--- src/design/torque_limit_pkg.sv ---
// shared constants and carrier types for the torque limit selector
// assumes a single controller clock domain
`default_nettype none
package torque_limit_pkg;
  // ------------------------------------------------------------
  // table geometry and value encoding (hundredths of rated torque)
  // ------------------------------------------------------------
  localparam int unsigned ENTRIES = 8;
  localparam int unsigned IDX_W = 3;
  localparam int unsigned VAL_W = 10;
  localparam logic [9:0] LIMIT_MIN = 10'h001;
  localparam logic [9:0] LIMIT_MAX = 10'h3E7;
  localparam logic [9:0] LIMIT_RATED = 10'h064;
  localparam logic [9:0] LIMIT_RESET = 10'h12C;
  localparam logic [9:0] LIMIT_NONE = 10'h3FF;
  // ------------------------------------------------------------
  // register map of the plain port
  // ------------------------------------------------------------
  localparam logic [7:0] ADDR_TABLE0 = 8'h00;
  localparam logic [7:0] ADDR_INST_MAX = 8'h08;
  localparam logic [7:0] ADDR_SEL_BIT = 8'h09;
  localparam logic [7:0] ADDR_STATUS = 8'h0A;
  localparam logic [9:0] INST_MAX_RESET = 10'h12C;
  localparam logic [3:0] SEL_BIT_RESET = 4'h0;
  localparam int unsigned SYNC_STAGES = 2;

  typedef struct packed {
    logic wr;
    logic rd;
    logic [7:0] addr;
    logic [15:0] wdata;
  } reg_req_t;
endpackage
`default_nettype wire

--- src/design/torque_limit_table.sv ---
// eight-entry limit table with registered read port
// assumes writes already range checked by the parent
`timescale 1ns/1ps
`default_nettype none
module torque_limit_table #(
  parameter int unsigned DEPTH = 8,
  parameter int unsigned WIDTH = 10
) (
  input wire logic i_mclk,
  input wire logic i_rst,
  input wire logic i_we,
  input wire logic [$clog2(DEPTH)-1:0] i_waddr,
  input wire logic [WIDTH-1:0] i_wdata,
  input wire logic [$clog2(DEPTH)-1:0] i_raddr,
  output logic [WIDTH-1:0] o_rdata
);
  logic [WIDTH-1:0] mem_q [DEPTH];

  // ------------------------------------------------------------
  // storage, reset to three times rated
  // ------------------------------------------------------------
  always_ff @(posedge i_mclk or posedge i_rst) begin
    if (i_rst) begin
      for (int i = 0; i < DEPTH; i++) begin
        mem_q[i] <= WIDTH'(torque_limit_pkg::LIMIT_RESET);
      end
    end else if (i_we) begin
      mem_q[i_waddr] <= i_wdata;
    end
  end

  // write-through so a new value is seen with no extra wait
  always_ff @(posedge i_mclk or posedge i_rst) begin
    if (i_rst) begin
      o_rdata <= WIDTH'(torque_limit_pkg::LIMIT_RESET);
    end else if (i_we && i_waddr == i_raddr) begin
      o_rdata <= i_wdata;
    end else begin
      o_rdata <= mem_q[i_raddr];
    end
  end
endmodule // torque_limit_table
`default_nettype wire

--- src/design/bit_sync.sv ---
// two-flop synchroniser for a group of level inputs
// assumes inputs are plain levels from outside
`timescale 1ns/1ps
`default_nettype none
module bit_sync #(
  parameter int unsigned WIDTH = 3
) (
  input wire logic i_mclk,
  input wire logic i_rst,
  input wire logic [WIDTH-1:0] i_d,
  output logic [WIDTH-1:0] o_q
);
  logic [WIDTH-1:0] meta_q;

  always_ff @(posedge i_mclk or posedge i_rst) begin
    if (i_rst) begin
      meta_q <= '0;
      o_q <= '0;
    end else begin
      meta_q <= i_d;
      o_q <= meta_q;
    end
  end
endmodule // bit_sync
`default_nettype wire

--- src/design/max_torque_limit_select.sv ---
// maximum torque limit selector: table, index decode, clamp chain
// assumes one controller clock, synchronous register port
//
// Function
// - eight limit entries are held and one is chosen by three adjacent input port bits
// - the three bits form a binary value, lowest bit weight one, entry number is value plus one
// - each entry is a multiple of rated torque in hundredths, 100 meaning rated
// - entries accept 1 to 999 hundredths, other writes are refused
// - the output limit never exceeds the motor instantaneous maximum
// - after reset all entries hold 300 hundredths
// - a rewritten entry takes effect at once, without waiting for motion
// - a change of selection bits during motion switches to the new entry
// - during return to origin the selected limit is ignored
// - with another limit source active the lower of the two applies
//
// The placing of the registers and the address-and-strobe port were left to the implementer.
`timescale 1ns/1ps
`default_nettype none
module max_torque_limit_select #(
  parameter int unsigned ENTRIES = 8,
  parameter int unsigned VAL_W = 10,
  parameter int unsigned PORT_W = 16
) (
  input wire logic i_mclk,
  input wire logic i_rst,
  input wire logic [PORT_W-1:0] i_gp_in,
  input wire logic i_homing,
  input wire logic i_moving,
  input wire logic i_ext_limit_valid,
  input wire logic [VAL_W-1:0] i_ext_limit,
  input wire logic [7:0] i_addr,
  input wire logic [15:0] i_wdata,
  input wire logic i_wr,
  input wire logic i_rd,
  output logic [15:0] o_rdata,
  output logic [VAL_W-1:0] o_torque_limit_value,
  output logic o_limit_active,
  output logic [2:0] o_entry_index
);
  localparam int unsigned IDX_W = $clog2(ENTRIES);

  // ------------------------------------------------------------
  // elaboration checks
  // ------------------------------------------------------------
  // index output and table decode are built for exactly eight entries
  if (ENTRIES != torque_limit_pkg::ENTRIES) begin : g_bad_entries
    $error("ENTRIES must equal the table size");
  end
  // value must fit the low part of the 16-bit write word
  if (VAL_W < torque_limit_pkg::VAL_W || VAL_W > 15) begin : g_bad_width
    $error("VAL_W out of range");
  end
  // three adjacent bits must fit inside the port
  if (PORT_W < 3 || PORT_W > 16) begin : g_bad_port
    $error("PORT_W out of range");
  end

  // ------------------------------------------------------------
  // request bundle
  // ------------------------------------------------------------
  torque_limit_pkg::reg_req_t req;
  assign req = '{wr: i_wr, rd: i_rd, addr: i_addr, wdata: i_wdata};

  // ------------------------------------------------------------
  // configuration registers
  // ------------------------------------------------------------
  logic [VAL_W-1:0] inst_max_q;
  logic [3:0] sel_bit_q;
  logic wr_table;
  logic wr_ok;

  assign wr_table = req.wr && req.addr < 8'(ENTRIES);
  // refuse out of range values, keep the old entry
  assign wr_ok = wr_table && req.wdata[VAL_W-1:0] >= VAL_W'(torque_limit_pkg::LIMIT_MIN)
    && req.wdata[VAL_W-1:0] <= VAL_W'(torque_limit_pkg::LIMIT_MAX)
    && req.wdata[15:VAL_W] == '0;

  always_ff @(posedge i_mclk or posedge i_rst) begin
    if (i_rst) begin
      inst_max_q <= VAL_W'(torque_limit_pkg::INST_MAX_RESET);
    end else if (req.wr && req.addr == torque_limit_pkg::ADDR_INST_MAX) begin
      inst_max_q <= req.wdata[VAL_W-1:0];
    end
  end

  always_ff @(posedge i_mclk or posedge i_rst) begin
    if (i_rst) begin
      sel_bit_q <= torque_limit_pkg::SEL_BIT_RESET;
    end else if (req.wr && req.addr == torque_limit_pkg::ADDR_SEL_BIT
                 && req.wdata <= 16'(PORT_W - 3)) begin
      sel_bit_q <= req.wdata[3:0];
    end
  end

  // ------------------------------------------------------------
  // selection bits: synchronise, pick field, accept when stable
  // ------------------------------------------------------------
  logic [PORT_W-1:0] gp_sync;
  logic [IDX_W-1:0] sel_raw;
  logic [IDX_W-1:0] sel_prev_q;
  logic [IDX_W-1:0] idx_q;

  bit_sync #(
    .WIDTH(PORT_W)
  ) u_sync (
    .i_mclk(i_mclk),
    .i_rst(i_rst),
    .i_d(i_gp_in),
    .o_q(gp_sync)
  );

  assign sel_raw = gp_sync[sel_bit_q +: IDX_W];

  always_ff @(posedge i_mclk or posedge i_rst) begin
    if (i_rst) begin
      sel_prev_q <= '0;
    end else begin
      sel_prev_q <= sel_raw;
    end
  end

  // index follows two equal samples, moving or not
  always_ff @(posedge i_mclk or posedge i_rst) begin
    if (i_rst) begin
      idx_q <= '0;
    end else if (sel_raw == sel_prev_q) begin
      idx_q <= sel_raw;
    end
  end

  // ------------------------------------------------------------
  // table
  // ------------------------------------------------------------
  logic [VAL_W-1:0] entry_val;
  logic [VAL_W-1:0] rd_val;
  logic [IDX_W-1:0] rd_idx_q;

  torque_limit_table #(
    .DEPTH(ENTRIES),
    .WIDTH(VAL_W)
  ) u_table (
    .i_mclk(i_mclk),
    .i_rst(i_rst),
    .i_we(wr_ok),
    .i_waddr(req.addr[IDX_W-1:0]),
    .i_wdata(req.wdata[VAL_W-1:0]),
    .i_raddr(idx_q),
    .o_rdata(entry_val)
  );

  // shadow copy for software reads, kept beside the live table
  logic [VAL_W-1:0] shadow_q [ENTRIES];
  always_ff @(posedge i_mclk or posedge i_rst) begin
    if (i_rst) begin
      for (int i = 0; i < ENTRIES; i++) begin
        shadow_q[i] <= VAL_W'(torque_limit_pkg::LIMIT_RESET);
      end
    end else if (wr_ok) begin
      shadow_q[req.addr[IDX_W-1:0]] <= req.wdata[VAL_W-1:0];
    end
  end
  assign rd_val = shadow_q[req.addr[IDX_W-1:0]];

  always_ff @(posedge i_mclk or posedge i_rst) begin
    if (i_rst) begin
      rd_idx_q <= '0;
    end else begin
      rd_idx_q <= idx_q;
    end
  end

  // ------------------------------------------------------------
  // clamp chain: instantaneous max, competing limit, homing bypass
  // ------------------------------------------------------------
  logic [VAL_W-1:0] capped;
  logic [VAL_W-1:0] merged;
  logic [VAL_W-1:0] limit_d;
  logic [VAL_W-1:0] limit_q;
  logic active_d;
  logic active_q;

  always_comb begin
    capped = (entry_val > inst_max_q) ? inst_max_q : entry_val;
    merged = capped;
    if (i_ext_limit_valid && i_ext_limit < capped) begin
      merged = i_ext_limit;
    end
    limit_d = merged;
    active_d = 1'b1;
    if (i_homing) begin
      // selected entry ignored; only the other source or motor max
      active_d = 1'b0;
      limit_d = inst_max_q;
      if (i_ext_limit_valid && i_ext_limit < inst_max_q) begin
        limit_d = i_ext_limit;
      end
    end
  end

  always_ff @(posedge i_mclk or posedge i_rst) begin
    if (i_rst) begin
      limit_q <= VAL_W'(torque_limit_pkg::LIMIT_RESET);
      active_q <= 1'b0;
    end else begin
      limit_q <= limit_d;
      active_q <= active_d;
    end
  end

  assign o_torque_limit_value = limit_q;
  assign o_limit_active = active_q;

  always_ff @(posedge i_mclk or posedge i_rst) begin
    if (i_rst) begin
      o_entry_index <= '0;
    end else begin
      o_entry_index <= 3'(rd_idx_q);
    end
  end

  // ------------------------------------------------------------
  // read port, data one cycle after strobe
  // ------------------------------------------------------------
  logic [15:0] status_word;

  // moving, homing, table limit in force, live index
  assign status_word = {4'h0, i_moving, i_homing, active_q, 6'(idx_q), 3'h0};

  always_ff @(posedge i_mclk or posedge i_rst) begin
    if (i_rst) begin
      o_rdata <= '0;
    end else if (req.rd) begin
      if (req.addr < 8'(ENTRIES)) begin
        o_rdata <= 16'(rd_val);
      end else if (req.addr == torque_limit_pkg::ADDR_INST_MAX) begin
        o_rdata <= 16'(inst_max_q);
      end else if (req.addr == torque_limit_pkg::ADDR_SEL_BIT) begin
        o_rdata <= 16'(sel_bit_q);
      end else if (req.addr == torque_limit_pkg::ADDR_STATUS) begin
        o_rdata <= status_word;
      end else begin
        o_rdata <= 16'h0000;
      end
    end else begin
      o_rdata <= 16'h0000;
    end
  end
endmodule // max_torque_limit_select
`default_nettype wire

--- config.mk ---
export PLATFORM = sky130hd
export DESIGN_NAME = max_torque_limit_select
export DESIGN_NICKNAME = d
export VERILOG_FILES = /design/src/design/torque_limit_pkg.sv /design/src/design/torque_limit_table.sv /design/src/design/bit_sync.sv /design/src/design/max_torque_limit_select.sv
export SDC_FILE = /design/constraint.sdc
export NUM_CORES = 1
export LEC_CHECK = 0
export BUFFER_PORTS_ARGS = -buffer_cell sky130_fd_sc_hd__buf_2
export CORE_MARGIN = 2
export CORE_UTILIZATION = 60
export CTS_CLUSTER_DIAMETER = 150
export DETAILED_ROUTE_END_ITERATION = 12
export GPL_ROUTABILITY_DRIVEN = 1
export PLACE_DENSITY = 0.81
export SYNTH_ARGS = -nofsm -noshare
export SYNTH_HDL_FRONTEND = slang
export SYNTH_SLANG_ARGS = --single-unit
--- constraint.sdc ---
create_clock -name i_mclk -period 10.8 [get_ports i_mclk]
set_clock_uncertainty 0.05 [all_clocks]
set_input_delay 1.08 -clock i_mclk [delete_from_list [all_inputs] [get_ports i_mclk]]
set_output_delay 1.08 -clock i_mclk [all_outputs]
set_load 0.005 [all_outputs]
==> out/qor.yml <==
run_status:
  status: "finished clean"
layout:
  n_fill_cell: 1029
  nets: 852
  drive_gt1_share_pct: 33.46
  area_delta_synth_final_pct: 11.95
worst_setup_path:
  critPathKind: "flop to flop"
  reg2reg_from: "inst_max_q[8]$_DFFE_PP1P_"
  end_kind: "flop"
  worstSetupStartpointType: "flop"
  worstPathArrival_ps: 5240
  worstReg2RegEnd: "o_torque_limit_value[6]$_DFF_PP0_"
  required_ps: 11100
  crit_fanout: 11
  r2r_cells: 16
  r2r_slack_ps: 5860
drt:
  firstDrtPassIters: 6
  via_per_inst: 6.469
  first_iter_violations: 501
  vias: 6243
  ant_nets: 0
  wl_per_cell_microns: 22.28
  finalWirelength_microns: 21510
  route.detailed.drc: 0
die:
  rows: 44
  dieArea_sq_mm: 0.01588
  ios: 87
  core_area_sq_mm: 0.01453
  fp.dieH_microns: 126.0
  die_w_microns: 126.0
  start_util_pct: 61.45
pwr:
  p_int_w: 0.001131
  power.density_mw_per_mm2: 154.3
  clockPowerShare_pct: 39.9
  p_seq_share_pct: 44.9
  leakagePower_nw: 4.500
  p_switching_w: 0.0004112
  combPwrFrac_pct: 15.2
  irDropWorstVdd_mv: 0.09944
  netSwitchingFraction_pct: 26.66
sta:
  finalHoldViolCount: 0
  rsz0062_at_grt: "false"
  fin_crit_sh_pct: 45.71
  slew_viol_final: 0
  finalSetupTns_ps: 0
  relSlewSlack_pct: 25.12
  setup_viol: 0
  tightest_slew_ps: 1112
  fin_crit_ps: 4936
  fmax_ghz: 0.2026
  fin_ws_ps: 5864
  timing.hold.ws_ps: 296.9
cts:
  cts_made_buffers: 17
  cts_resized: 0
  hold_buffers: 0
  postCtsSetupRepairBufs: 0
  cts-root-buf: "clkbuf_16"
  clock_path_buffers: 2
  cts_sinks: 171
  cts_tree: "built"
  path_clk_slew_ps: 60
  clk_latency_ps: 430
  htreeDepth: 4
synthesis:
  seq_area_frac_synth_pct: 48.53
  synth_top_area_share_pct: 35.58
  synthCells: 708
  yosysTopAreaCell: "dfrtp_1"
  netlist_area_sq_mm: 0.008931
  synth-edff-count: 0
  ys_types: 64
  ys_ff_latch: 171
  ys_warn_count: 0
  synthTopCellsByArea: "dfrtp_1 36%, dfstp_2 13%, mux4_2 7.8%"
  async_flop_share_pct: 100.0
  ys_dominant_reg_cell: "dfrtp_1"
  synth_area_per_cell_sq_um: 12.61
global_routing:
  use_met2_pct: 44.59
  use_met1_pct: 37.91
  grt_pass1_wl_microns: 34730
  grt_max_degree: 113
  busiest_layer: "met2"
  grt_overflow: 0
  grt_use_met3_pct: 7.222
  grt_util_all_layers_pct: 28.28
  grt_pass1_vias: 6420
  antenna_found_initial: 1
placement:
  port_buffers: 82
  gp_congestion: 0.8665
  dpl.hpwl_microns: 14660
  dpl_worst_slack_ps: 6022
hold_path:
  hp-class: "flop to flop"
  hp-start: "rd_idx_q[1]$_DFF_PP0_"
  hold_depth: 0
  holdPathEnd: "o_entry_index[1]$_DFF_PP0_"
job:
  maxCapViolCount: 0
-- logic make-up (layout without fill, tap and decap cells) --
kind of cell	Yosys count	in the layout	synth area share [%]
and+or+nand+nor	107	107	6.571
xor gates and xnor gates	6	6	0.6726
buffers and inverters	74	143	3.600
muxes	186	186	27.16
AOI/OAI and AO/OA	135	135	9.499
other	1	5	0.04199
adders and majority gates	28	28	3.923
DFF	171	171	48.53
-- critical path, cell delays in order (launching register included) --
cell      delay (ps)
dfstp_2          590
inv_1             90
ha_1             310
nand2_1           70
o21ai_0          870
o21ai_1          500
o32ai_1          240
a21oi_1          100
inv_1            120
ha_1             260
a211oi_1         230
o21ai_0          140
a211o_1          350
a21oi_1          220
a311o_1          370
o22ai_1          170
a21oi_1          150
-- routing by layer --
layer	share of wire (%)	routed length [microns]
met1	41	8900
met2	48	10380
met3	7.6	1643
met4	2.7	585
met5	0	0
-- how the worst max path moves through the flow --
stage,end,slack (ps),start
finish,o_torque_limit_value[6]$_DFF_PP0_,5860,inst_max_q[8]$_DFFE_PP1P_
CTS,o_torque_limit_value[6]$_DFF_PP0_,6000,inst_max_q[8]$_DFFE_PP1P_
floorplan,idx_q[0]$_DFFE_PP0N_,5110,i_rst
global placement,o_torque_limit_value[8]$_DFF_PP1_,6340,inst_max_q[8]$_DFFE_PP1P_
detailed placement,o_torque_limit_value[6]$_DFF_PP0_,6020,inst_max_q[8]$_DFFE_PP1P_
global route,o_torque_limit_value[6]$_DFF_PP0_,5560,inst_max_q[8]$_DFFE_PP1P_
-- cells in the mapped netlist (all sizes together) (3+ instances only) --
| cell type | n |
|---|---|
| ha | 28 |
| nand2 | 16 |
| nor3 | 13 |
| inv | 23 |
| mux4 | 33 |
| and4 | 3 |
| o32ai | 10 |
| dfrtp | 127 |
| clkbuf | 30 |
| mux2 | 105 |
| nand3 | 6 |
| xor2 | 3 |
| xnor2 | 3 |
| o22ai | 21 |
| a21o | 3 |
| a22oi | 7 |
| nor2b | 11 |
| a21oi | 51 |
| a211oi | 3 |
| o221ai | 3 |
| nand2b | 4 |
| nand4 | 5 |
| buf | 21 |
| and2 | 8 |
| mux2i | 48 |
| o21ai | 21 |
| dfstp | 44 |
| nor2 | 31 |
-- cell type report --
cell class / count / area, sq um / share of cell area [%]
tap: 184 / 230.2 / 2.303
sequential: 171 / 4334 / 43.35
clock buffer: 22 / 484.2 / 4.843
multi-input combinational: 466 / 4287 / 42.87
clock inverter: 10 / 113.9 / 1.139
timing repair buffer: 88 / 455.4 / 4.555
antenna: 1 / 2.502 / 0.02503
inverter: 23 / 91.34 / 0.9135
-- layout by cell type (no fill, tap or decap), types with 5 or more instances in the layout --
cell,n
clkbuf_16,17
mux2_2,53
buf_2,82
nor3_1,9
nor2b_1,11
o22ai_1,21
mux2_1,52
inv_1,22
nand4_1,5
o21ai_0,18
o32ai_1,10
dfrtp_1,127
dfstp_2,44
nor2_1,29
ha_1,28
mux2i_1,47
nand2_1,14
buf_4,6
nand3_1,5
and2_1,8
mux4_2,31
a22oi_1,7
a21oi_1,51
-- flip-flops by register name (all words and copies together) (netlist names) --
register,flops
u_sync.o_q,16
rd_idx_q,3
u_sync.meta_q,16
o_entry_index,3
sel_prev_q,3
o_limit_active,1
idx_q,3
u_table.o_rdata,10
o_torque_limit_value,10
sel_bit_q,4
inst_max_q,10
o_rdata,12
shadow_q,70
u_table.mem_q,10
-- metrics by stage --
step	area [sq um]	std cells	utilization, %	total power (W)
floorplan	8942	711	-	0.0008634
global placement	9398	932	64.66	0.0009240
detailed placement	9398	932	64.66	0.0009347
CTS	9996	964	68.78	0.001548
global route	9996	964	68.78	0.001607
finish	9998	965	68.79	0.001542
-- power groups by stage --
stage          Combinational, W  Clock, W  Sequential, W
2_1_floorplan          0.000173         0       0.000690
3_5_place_dp           0.000232         0       0.000703
6_report               0.000235  0.000615       0.000692
4_1_cts                0.000233  0.000623       0.000692
5_1_grt                0.000260  0.000652       0.000695
3_3_place_gp           0.000223         0       0.000701
Note: power is estimated with default switching activity, not from simulation.
